File: src/cce_pkg.sv
// Package: constants for the condition code evaluator
package cce_pkg;
   // Condition subcode width and table size
   localparam int SUBCODE_W = 4;
   localparam int TABLE_SIZE = 16;
   // Flag positions in the packed flags word handed to the evaluator
   localparam int FLAG_CARRY = 0;
   localparam int FLAG_PARITY = 1;
   localparam int FLAG_ZERO = 2;
   localparam int FLAG_SIGN = 3;
   localparam int FLAG_OVERFLOW = 4;
   localparam int FLAGS_W = 5;
   // Value of the registered result after reset
   localparam logic RESULT_RESET = 1'h0;
   // Value of the registered valid flag after reset
   localparam logic VALID_RESET = 1'h0;
   // Base tests, selected by subcode bits 3..1; bit 0 inverts
   typedef enum logic [2:0] {
      CCE_OVERFLOW,
      CCE_BELOW,
      CCE_EQUAL,
      CCE_BELOW_EQUAL,
      CCE_SIGN,
      CCE_PARITY,
      CCE_LESS,
      CCE_LESS_EQUAL
   } cce_base_t;
   // Instruction groups that share the table
   typedef enum logic [1:0] {
      CCE_GRP_JUMP,
      CCE_GRP_MOVE,
      CCE_GRP_FP_MOVE,
      CCE_GRP_SET
   } cce_group_t;
endpackage

File: src/cce_condition_code_evaluator.sv
// Top: condition code evaluator with combinational and registered result
// ==========================================
// How it works
// - Four-bit subcode, sixteen codes; each odd code inverts the even one below.
// - 0000 true on overflow set, 0001 clear; 0010 carry set, 0011 clear.
// - 0100 zero set, 0101 clear; 0110 carry or zero, 0111 neither.
// - 1000 sign set, 1001 clear; 1010 parity set, 1011 clear.
// - 1100 sign differs from overflow; 1101 sign equals overflow.
// - 1110 (sign xor overflow) or zero; 1111 that term is zero.
// - Above/below use carry (and zero); greater/less use sign, overflow (and zero).
// - Synonymous condition names share one subcode and one identical flag test.
// - One table serves jumps, moves, floating-point moves and set-on-condition.
`timescale 1ns/10ps
`default_nettype none
module cce_condition_code_evaluator #(
   parameter int SUBCODE_W = cce_pkg::SUBCODE_W
) (
   input wire logic clk_sys,
   input wire logic rstn,
   input wire logic [SUBCODE_W-1:0] condSubcode,
   input wire logic [cce_pkg::FLAGS_W-1:0] flagsWord,
   input wire logic [1:0] opGroup,
   input wire logic evalValid,
   output logic condTrue,
   output logic condTrueReg,
   output logic condValidReg
);
   // ==========================================
   // Elaboration checks
   // The table below is built for sixteen entries, so no other width can be served
   localparam int BASE_COUNT = cce_pkg::TABLE_SIZE / 2;

   if (SUBCODE_W != cce_pkg::SUBCODE_W) begin : gBadWidth
      $error("condition subcode must be four bits wide");
   end

   if (cce_pkg::TABLE_SIZE != (1 << cce_pkg::SUBCODE_W)) begin : gBadTable
      $error("condition table must hold one entry per subcode");
   end

   if (BASE_COUNT != (1 << $bits(cce_pkg::cce_base_t))) begin : gBadBase
      $error("base test count must match the base test encoding");
   end

   // The lowest subcode bit is the inversion, the rest select a base test
   if (SUBCODE_W - 1 != $bits(cce_pkg::cce_base_t)) begin : gBadSelect
      $error("base test select must be one bit narrower than the subcode");
   end

   if ($bits(opGroup) != $bits(cce_pkg::cce_group_t)) begin : gBadGroup
      $error("group selector width must match the group encoding");
   end

   // A misplaced flag would silently test the wrong condition
   if (cce_pkg::FLAG_CARRY >= cce_pkg::FLAGS_W) begin : gCarryHigh
      $error("carry flag position lies above the flags word");
   end

   if (cce_pkg::FLAG_PARITY >= cce_pkg::FLAGS_W) begin : gParityHigh
      $error("parity flag position lies above the flags word");
   end

   if (cce_pkg::FLAG_ZERO >= cce_pkg::FLAGS_W) begin : gZeroHigh
      $error("zero flag position lies above the flags word");
   end

   if (cce_pkg::FLAG_SIGN >= cce_pkg::FLAGS_W) begin : gSignHigh
      $error("sign flag position lies above the flags word");
   end

   if (cce_pkg::FLAG_OVERFLOW >= cce_pkg::FLAGS_W) begin : gOverflowHigh
      $error("overflow flag position lies above the flags word");
   end

   if (cce_pkg::FLAG_CARRY < 0) begin : gCarryLow
      $error("carry flag position is negative");
   end

   if (cce_pkg::FLAG_PARITY < 0) begin : gParityLow
      $error("parity flag position is negative");
   end

   if (cce_pkg::FLAG_ZERO < 0) begin : gZeroLow
      $error("zero flag position is negative");
   end

   if (cce_pkg::FLAG_SIGN < 0) begin : gSignLow
      $error("sign flag position is negative");
   end

   if (cce_pkg::FLAG_OVERFLOW < 0) begin : gOverflowLow
      $error("overflow flag position is negative");
   end

   // Two flags sharing one bit would make their tests indistinguishable
   if (cce_pkg::FLAG_CARRY == cce_pkg::FLAG_PARITY) begin : gCarryParity
      $error("carry and parity flags share a bit");
   end

   if (cce_pkg::FLAG_CARRY == cce_pkg::FLAG_ZERO) begin : gCarryZero
      $error("carry and zero flags share a bit");
   end

   if (cce_pkg::FLAG_CARRY == cce_pkg::FLAG_SIGN) begin : gCarrySign
      $error("carry and sign flags share a bit");
   end

   if (cce_pkg::FLAG_CARRY == cce_pkg::FLAG_OVERFLOW) begin : gCarryOverflow
      $error("carry and overflow flags share a bit");
   end

   if (cce_pkg::FLAG_PARITY == cce_pkg::FLAG_ZERO) begin : gParityZero
      $error("parity and zero flags share a bit");
   end

   if (cce_pkg::FLAG_PARITY == cce_pkg::FLAG_SIGN) begin : gParitySign
      $error("parity and sign flags share a bit");
   end

   if (cce_pkg::FLAG_PARITY == cce_pkg::FLAG_OVERFLOW) begin : gParityOverflow
      $error("parity and overflow flags share a bit");
   end

   if (cce_pkg::FLAG_ZERO == cce_pkg::FLAG_SIGN) begin : gZeroSign
      $error("zero and sign flags share a bit");
   end

   if (cce_pkg::FLAG_ZERO == cce_pkg::FLAG_OVERFLOW) begin : gZeroOverflow
      $error("zero and overflow flags share a bit");
   end

   if (cce_pkg::FLAG_SIGN == cce_pkg::FLAG_OVERFLOW) begin : gSignOverflow
      $error("sign and overflow flags share a bit");
   end

   // ==========================================
   // Flag extraction
   // Named copies keep the base tests independent of where each flag sits in the word
   logic carryFlag;
   logic parityFlag;
   logic zeroFlag;
   logic signFlag;
   logic overflowFlag;

   always_comb begin
      carryFlag = flagsWord[cce_pkg::FLAG_CARRY];
      parityFlag = flagsWord[cce_pkg::FLAG_PARITY];
      zeroFlag = flagsWord[cce_pkg::FLAG_ZERO];
      signFlag = flagsWord[cce_pkg::FLAG_SIGN];
      overflowFlag = flagsWord[cce_pkg::FLAG_OVERFLOW];
   end

   // ==========================================
   // Condition table
   logic [BASE_COUNT-1:0] baseTrue;
   logic [cce_pkg::TABLE_SIZE-1:0] condTable;

   // All base tests run side by side and the subcode only picks an entry:
   // eight small evaluators are traded for a short select path
   for (genvar k = 0; k < BASE_COUNT; k++) begin : gBase
      cce_base_test uBase (
         .baseSel(3'(k)),
         .carryFlag(carryFlag),
         .overflowFlag(overflowFlag),
         .signFlag(signFlag),
         .zeroFlag(zeroFlag),
         .parityFlag(parityFlag),
         .baseTrue(baseTrue[k])
      );

      // Even entry is the test itself, the odd entry just above it its complement
      assign condTable[2*k] = baseTrue[k];
      assign condTable[2*k+1] = ~baseTrue[k];
   end

   // ==========================================
   // Selection
   // Synonymous condition names reach one subcode and so one entry; they cannot diverge
   logic evalTrue;

   always_comb begin
      evalTrue = condTable[condSubcode];
   end

   // Same-cycle answer for the execute stage; the only output not taken from a flip-flop
   assign condTrue = evalTrue;

   // ==========================================
   // Instruction group
   // Accepted but never alters the decode: every group reads the same table
   logic [1:0] groupUnused;

   assign groupUnused = opGroup;

   // ==========================================
   // Optional registered copy for a later pipeline stage
   logic condTrue_reg;
   logic condTrue_next;
   logic condValid_reg;
   logic condValid_next;

   // The result holds while no evaluation is requested; valid is a one-cycle echo of the request
   always_comb begin
      condValid_next = evalValid;
      condTrue_next = evalValid ? evalTrue : condTrue_reg;
   end

   always_ff @(posedge clk_sys or negedge rstn) begin
      if (!rstn) begin
         condTrue_reg <= cce_pkg::RESULT_RESET;
         condValid_reg <= cce_pkg::VALID_RESET;
      end else begin
         condTrue_reg <= condTrue_next;
         condValid_reg <= condValid_next;
      end
   end

   assign condTrueReg = condTrue_reg;
   assign condValidReg = condValid_reg;
endmodule
`default_nettype wire

File: src/cce_base_test.sv
// Evaluator of the eight base flag tests, purely combinational
`timescale 1ns/10ps
`default_nettype none
module cce_base_test (
   input wire logic [2:0] baseSel,
   input wire logic carryFlag,
   input wire logic overflowFlag,
   input wire logic signFlag,
   input wire logic zeroFlag,
   input wire logic parityFlag,
   output logic baseTrue
);
   logic signNeOverflow;
   always_comb begin
      signNeOverflow = signFlag ^ overflowFlag;
      unique case (cce_pkg::cce_base_t'(baseSel))
         cce_pkg::CCE_OVERFLOW: baseTrue = overflowFlag;
         cce_pkg::CCE_BELOW: baseTrue = carryFlag;
         cce_pkg::CCE_EQUAL: baseTrue = zeroFlag;
         cce_pkg::CCE_BELOW_EQUAL: baseTrue = carryFlag | zeroFlag;
         cce_pkg::CCE_SIGN: baseTrue = signFlag;
         cce_pkg::CCE_PARITY: baseTrue = parityFlag;
         cce_pkg::CCE_LESS: baseTrue = signNeOverflow;
         cce_pkg::CCE_LESS_EQUAL: baseTrue = signNeOverflow | zeroFlag;
      endcase
   end
endmodule
`default_nettype wire

File: config.mk
export PLATFORM = sky130hd
export DESIGN_NAME = cce_condition_code_evaluator
export DESIGN_NICKNAME = d
export VERILOG_FILES = /design/src/cce_pkg.sv /design/src/cce_condition_code_evaluator.sv /design/src/cce_base_test.sv
export SDC_FILE = /design/constraint.sdc
export NUM_CORES = 1
export LEC_CHECK = 0
export BUFFER_PORTS_ARGS = -buffer_cell sky130_fd_sc_hd__buf_2
export CORE_AREA = 2 2 39 41
export DETAILED_ROUTE_END_ITERATION = 10
export DIE_AREA = 0 0 41 43
export PLACE_DENSITY = 0.35
export SYNTH_ARGS = -nofsm -noshare
export SYNTH_HDL_FRONTEND = slang
export SYNTH_SLANG_ARGS = --single-unit
File: constraint.sdc
create_clock -name clk_sys -period 1.2 [get_ports clk_sys]
set_input_delay 0.12 -clock clk_sys [delete_from_list [all_inputs] [get_ports clk_sys]]
set_output_delay 0.12 -clock clk_sys [all_outputs]
set_load 0.005 [all_outputs]
---- Word level (Yosys, flattened, before mapping) ----
Cells that the tools add are included.
storage, ports and cells
  RAM bits ................................ 0
  bits in latches ......................... 0
  memories kept ........................... 0
  output and inout port bits .............. 3
  register bits after elaboration ......... 2
  ROM bits ................................ 0
  bits of input ports ..................... 14
  word-level logic and storage cells ...... 16
operators by class
  equal/unequal tests ..................... 0
  bitwise operators ....................... 11
  div/mod/pow operators ................... 0
  shift-type cells ........................ 0
  $lt $le $gt $ge ......................... 1
  reductions and logical operators ........ 0
  $mul .................................... 0
  mux-type cells .......................... 2
  add/sub/neg operators ................... 0
operator list
  kind                                                                           number
  1-bit inverter                                                                 8
  4-bit by 5-bit less-than comparator with 1-bit output (second input constant)  1
  1-bit binary-select mux with 4-bit select                                      1
  1-bit OR                                                                       2
  1-bit two-way mux                                                              1
  1-bit XOR                                                                      1

---- Depth between registers and ports, before layout ----
Gate-level depths: netlist of the first run.
  word-level depth ........................ 5
  mapped depth ............................ 4
  mapped depth without buffers ............ 4

---- Modules after synthesis ----
From an unflattened synthesis of the first run, not the netlist that was laid out.
unflattened totals
  cells, all modules ...................... 81
  area, all modules ....................... 644.4 µm²
modules (own cells, without submodules)
  module                        cells each  area an instance (µm²)  seq. area each (µm²)  instances
  cce_base_test                 9           62.6                    0.0                   8
  cce_condition_code_evaluator  9           143.9                   50.0                  1

---- Worst setup path after synthesis of the first run ----
No wires, ideal clock.
  path kind ............................... input to register
  from .................................... in condSubcode[2]
  to ...................................... reg condTrue_reg, in the netlist condTrueReg
  setup time .............................. 0.124 ns
  path buffers ............................ 0
  arrival time ............................ 0.830 ns
  setup slack ............................. 0.246 ns
  data required time ...................... 1.076 ns
  stages on the path ...................... 4
  path through ............................ a221oi_2 > o21ai_1 > and3b_1 > o31a_1
between the ends
  word-level cells in the longest chain between the ends .. 2
ends and longest elaborated chain
  element                                    RTL line                             text
  start: declaration                         cce_condition_code_evaluator.sv:20   input wire logic [SUBCODE_W-1:0] condSubcode,
  1-bit binary-select mux with 4-bit select  cce_condition_code_evaluator.sv:182  evalTrue = condTable[condSubcode];
  1-bit two-way mux (not written as such)    cce_condition_code_evaluator.sv:182
  end signal: assignment                     cce_condition_code_evaluator.sv:210  condTrue_reg <= cce_pkg::RESULT_RESET;
  end signal: assignment                     cce_condition_code_evaluator.sv:213  condTrue_reg <= condTrue_next;
  end: declaration                           cce_condition_code_evaluator.sv:197  logic condTrue_reg;
Every way passes these cells. The select of a mux whose other input is x is not followed.
A chain may end at the register's enable or synchronous reset.

---- Worst setup path after layout of the first run ----
  from .................................... in condSubcode[2]
  to ...................................... out condTrue
between the ends
  word-level cells in the longest chain between the ends .. 2
ends and longest elaborated chain
  element                                    RTL line                             text
  1-bit binary-select mux with 4-bit select  cce_condition_code_evaluator.sv:182
  1-bit two-way mux (not written as such)    cce_condition_code_evaluator.sv:182
  end: declaration                           cce_condition_code_evaluator.sv:24   output logic condTrue,
Every way passes these cells. The select of a mux whose other input is x is not followed.

==> results.json, run 1 <==
{
  "hold_class": "input pin to flip-flop",
  "die-area_sq_um": 1760,
  "finalSetupViolations": 0,
  "dieHeight_microns": 43,
  "synth_area_sq_um": 163,
  "antenna_cells": 0,
  "crit_path_end_kind": "output port",
  "yosys_register_bits": 2,
  "vias_per_cell": 3.88,
  "synthToLayoutAreaGrowth_pct": 93.8,
  "dpl-instance-area_sq_um": 253,
  "grt_overflow_total": 0,
  "path_class": "input pin to output port",
  "synth-main-ff-cell": "dfrtp_1",
  "grt_usage_pct": 5.91,
  "route.vias.total": 202,
  "initial_utilization_pct": 11.8,
  "netlist_top_cells_area": "dfrtp_1 (31%), a221oi_2 (9.2%), mux2i_1 (6.2%)",
  "dp_cells": 47,
  "power_mw": 0.306,
  "clock_sinks": 2,
  "fin_nets": 52,
  "synth_top_area_share_pct": 30.8,
  "dr.pass1.iters": 2,
  "yosysWarnings": 0,
  "status": "completed",
  "tightestPinTransition_ps": 184,
  "rsz0062_at_grt": "yes",
  "drt_iter0_drc": 1,
  "worst_hold_slack_ps": 34.1,
  "slew_viol_final": 0,
  "fin_cells": 52,
  "post_synth_num_cell_types": 16,
  "async_flop_share_pct": 100,
  "fin_crit_sh_pct": 99.3,
  "first_global_vias": 194,
  "max_cap_viol_count": 0,
  "avgSynthCellArea_sq_um": 9.57,
  "relSlewSlack_pct": 87.7,
  "core_sq_um": 1380,
  "power.leakage_nw": 0.157,
  "antenna_found_initial": 0,
  "ant_nets": 0,
  "syn_nets": 31,
  "path_max_fanout": 4,
  "yosysSeqAreaShare_pct": 30.8,
  "synth_edf_count": 0,
  "clk_pin_slew_ps": 30,
  "hold_viol": 0,
  "syn-instance-count": 17,
  "clock_path_buffers": 2,
  "cts_tree": "yes",
  "tns_ps": 0,
  "port_buffers": 14,
  "cts_buffers": 3,
  "max_freq_ghz": 0.839,
  "powerDensity_nw_per_um2": 970,
  "gp_congestion": 0.585,
  "period_minus_slack_ps": 1190,
  "die-width_microns": 41,
  "design_area_sq_um": 315,
  "drc": 0,
  "grt_max_degree": 5,
  "htreeDepth": 1,
  "io_pins": 17,
  "row_count": 14,
  "start_kind": "input pin",
  "cts-root-buf": "clkbuf_4",
  "drive_above_1_share_pct": 55.6,
  "wl_per_cell_microns": 8.54,
  "clock_latency_ps": 220,
  "wl_microns": 444,
  "synth.most_common_cell": "dfrtp_1",
  "grt_pass1_wl_microns": 648,
  "clock_skew_ps": 0,
  "peakVddDrop_mv": 0.175,
  "required_ps": 1080,
  "cp.arrival_ps": 1070,
  "synth.largest_area_cell": "dfrtp_1"
}
==> worst paths after layout <==
path | start | to | slack (ps) | depth (start not counted)
worst max-delay path | condSubcode[2] | condTrue | 8 | 6
worst min-delay path | evalValid | condValidReg | 30 | 1
worst max register to register | condTrueReg | condTrueReg | 340 | 2
worst min register to register | condTrueReg | condTrueReg | 560 | 2
max in group asynchronous | rstn | condValidReg | 880 | 2
min in group asynchronous | rstn | condTrueReg | 220 | 2
==> power by group <==
group / switching, mW / internal, mW / leakage, nW / total, mW
Clock: 0.0348 / 0.110 / 0.0138 / 0.145
Combinational: 0.0316 / 0.0535 / 0.120 / 0.0850
Sequential: 0.00176 / 0.0742 / 0.0230 / 0.0760
==> state kept, by name (all words and copies together), names as in the netlist <==
| name | count |
|---|---|
| condTrueReg | 1 |
| condValidReg | 1 |
==> worst max-delay path, cell delays in order <==
cell,delay (ps)
buf_8,100
a221oi_2,240
o21ai_1,110
and3b_1,180
or2_1,190
buf_2,130
==> metal layers <==
metal / wire [microns] / part of all wire (%) / global-route usage [%] / up-vias
met5: 0 / 0 / 0 / -
met4: 0 / 0 / 8.00 / 0
met3: 81 / 18 / 2.09 / 0
met2: 230 / 52 / 9.06 / 15
met1: 132 / 30 / 4.46 / 87
li1: - / - / - / 100
==> cells by family after synthesis <==
group	Yosys count	share of synthesized area [%]
AND/OR/NAND/NOR	7	27.7
AO/OA/AOI/OAI	5	27.7
flip-flops	2	30.8
XOR/XNOR	1	5.39
multiplexers	1	6.15
buffers and inverters	1	2.31
==> area by class of cell <==
cell class | count | area [sq um]
fillers | 159 | 1070
repair buffers | 16 | 110
multi-input cells | 14 | 109
flip-flops and latches | 2 | 50.0
clock buffers | 3 | 22.5
well taps | 16 | 20.0
inverters | 1 | 3.75
==> metrics by stage <==
| stage | utilization, % | worst slack (ps) |
|---|---|---|
| 2_1_floorplan | - | 246 |
| 3_3_place_gp | 18.3 | -10.4 |
| 3_5_place_dp | 18.3 | -30.8 |
| 4_1_cts | 22.5 | -8.90 |
| 5_1_grt | 22.8 | -60.7 |
| 6_report | 22.8 | 7.91 |
==> cells in the final DEF (no fill, tap or decap), drive strengths merged, types with 2 or more instances in the layout <==
cell type	count
buf	15
clkbuf	3
dfrtp	2
or2	2
==> repair_timing <==
item	CTS	global route
endpoints found under the hold margin	2	0
resized for setup	4	1
hold buffers	1	0
pin swaps	2	2
buffers inserted	1	0
setup endpoints to repair	1	1
Note: power is estimated with default switching activity, not from simulation.
==> inputs of run 2 (changes only) <==
--- a/config.mk
+++ b/config.mk
@@ -9,7 +9,7 @@
 export CORE_AREA = 2 2 39 41
 export DETAILED_ROUTE_END_ITERATION = 10
 export DIE_AREA = 0 0 41 43
-export PLACE_DENSITY = 0.35
+export PLACE_DENSITY = 0.37
 export SYNTH_ARGS = -nofsm -noshare
 export SYNTH_HDL_FRONTEND = slang
 export SYNTH_SLANG_ARGS = --single-unit
==> constraint.sdc (replaced) <==
create_clock -name clk_sys -period 1 [get_ports clk_sys]
set_input_delay 0.1 -clock clk_sys [delete_from_list [all_inputs] [get_ports clk_sys]]
set_output_delay 0.1 -clock clk_sys [all_outputs]
set_load 0.005 [all_outputs]
==> run 2 against run 1 <==
Combinational power increased by 26%; utilization increased by 0.54 points; sequential share of layout area decreased by 0.37 points; die area unchanged; count of clock-buffer cells in the layout unchanged; first-iteration DRC count decreased by 100%; critical path type unchanged; design area increased by 2.4%; hold slack got worse by 22 ps; the run now ends with setup timing left; non-clock buffer count unchanged; sequential power increased by 21%.
==> results.json, run 2 (same netlist as run 1, synthesis figures left out) <==
{
  "timing.critical_path.from": "flagsWord[4]",
  "r2r_start": "condTrueReg",
  "period_minus_slack_ps": 1170,
  "tightestPinTransition_ps": 170,
  "status": "complete, but fails checks",
  "hold_class": "input pin to flip-flop",
  "antenna_found_initial": 0,
  "port_buffers": 14,
  "cp.arrival_ps": 1070,
  "path_class": "input pin to output port",
  "clock_latency_ps": 220,
  "clock_skew_ps": 0,
  "io_pins": 17,
  "rsz0062_at_grt": "yes",
  "ant_nets": 0,
  "route.vias.total": 203,
  "antenna_cells": 0,
  "die-width_microns": 41,
  "start_kind": "input pin",
  "cts_buffers": 3,
  "final_cell_mix": "buf_2 (11), clkbuf_4 (3), dfrtp_1 (2), buf_6 (2)",
  "grt_max_degree": 5,
  "clk_pin_slew_ps": 30,
  "clock_sinks": 2,
  "gp_congestion": 0.686,
  "drc": 0,
  "crit_path_end_kind": "output port",
  "clock_path_buffers": 2,
  "r2r_slack_ps": 130,
  "dieHeight_microns": 43,
  "die-area_sq_um": 1760,
  "core_sq_um": 1380,
  "drive_above_1_share_pct": 58.3,
  "fin_crit_sh_pct": 117,
  "max_cap_viol_count": 0,
  "r2r_cells": 2,
  "drt_iter0_drc": 0,
  "hold_viol": 0,
  "fin_nets": 52,
  "grt_usage_pct": 6.71,
  "cts_tree": "yes",
  "tns_ps": -222,
  "initial_utilization_pct": 11.8,
  "violations": "setup timing",
  "cts-root-buf": "clkbuf_4",
  "crit_end": "condTrue",
  "grt_overflow_total": 0,
  "post-dp-hpwl_microns": 388,
  "reg2reg_to": "condTrueReg",
  "required_ps": 900,
  "relSlewSlack_pct": 88.3,
  "row_count": 14,
  "finalSetupViolations": 2,
  "max_freq_ghz": 0.854,
  "htreeDepth": 1,
  "mostFrequentLayoutCell": "buf_2",
  "wl_microns": 474,
  "wl_per_cell_microns": 9.12,
  "path_max_fanout": 2,
  "power.leakage_nw": 0.159,
  "synthToLayoutAreaGrowth_pct": 98.5,
  "hold_depth": 1,
  "vias_per_cell": 3.90,
  "worst_hold_slack_ps": 12.5,
  "first_global_vias": 214,
  "dr.pass1.iters": 1,
  "peakVddDrop_mv": 0.212,
  "layout_setup_ws_ps": -171,
  "slew_viol_final": 0,
  "powerDensity_nw_per_um2": 1150,
  "grt_pass1_wl_microns": 710,
  "pre_cts_slack_ps": -190
}
[run 2: report_power, final]
group / switching, mW / internal [mW]
clock: 0.0413 / 0.132
combinational: 0.0408 / 0.0658
sequential: 0.00292 / 0.0891
[run 2: how the worst min path moves through the flow]
| stage | startpoint | to | slack [ps] |
|---|---|---|---|
| final | evalValid | condValidReg | 10 |
| after global routing | evalValid | condValidReg | 3 |
| after CTS | evalValid | condValidReg | 6 |
| after detailed placement | rstn | condTrueReg | -110 |
| after global placement | rstn | condValidReg | -120 |
| after floorplan | rstn | condTrueReg | -200 |
[run 2: layout make-up]
class / count / area, sq um
fillers: 166 / 1060
multi-input cells: 14 / 116
repair buffers: 16 / 110
flip-flops and latches: 2 / 50.0
clock buffers: 3 / 22.5
well taps: 16 / 20.0
inverters: 1 / 3.75
[run 2: what timing repair did]
item,in CTS,in global routing
setup buffers,1,0
gates resized for setup,4,2
endpoints found under the hold margin,2,0
setup endpoints to repair,1,2
hold buffers,1,0
pin swaps,2,3
[run 2: critical path, stage by stage]
cell and delay (ps):
buf_2 110, xnor2_1 200, a32oi_2 140, and3b_1 200, or2_1 200, buf_2 120
[run 2: through the flow]
step / instances / power (mW) / utilization, % / cell area (sq um)
after global routing: 52 / 0.407 / 23.3 / 323
after detailed placement: 47 / 0.179 / 18.3 / 253
final: 52 / 0.372 / 23.3 / 323
after floorplan: 17 / 0.131 / - / 163
after CTS: 52 / 0.377 / 22.5 / 312
after global placement: 47 / 0.175 / 18.3 / 253
[run 2: layer usage]
layer / up-vias / share of wire (%) / track usage (%)
li1: 101 / - / -
met1: 86 / 32 / 4.78
met4: 0 / 1.3 / 10.0
met5: - / 0 / 0
met2: 14 / 50 / 10.6
met3: 2 / 17 / 1.57
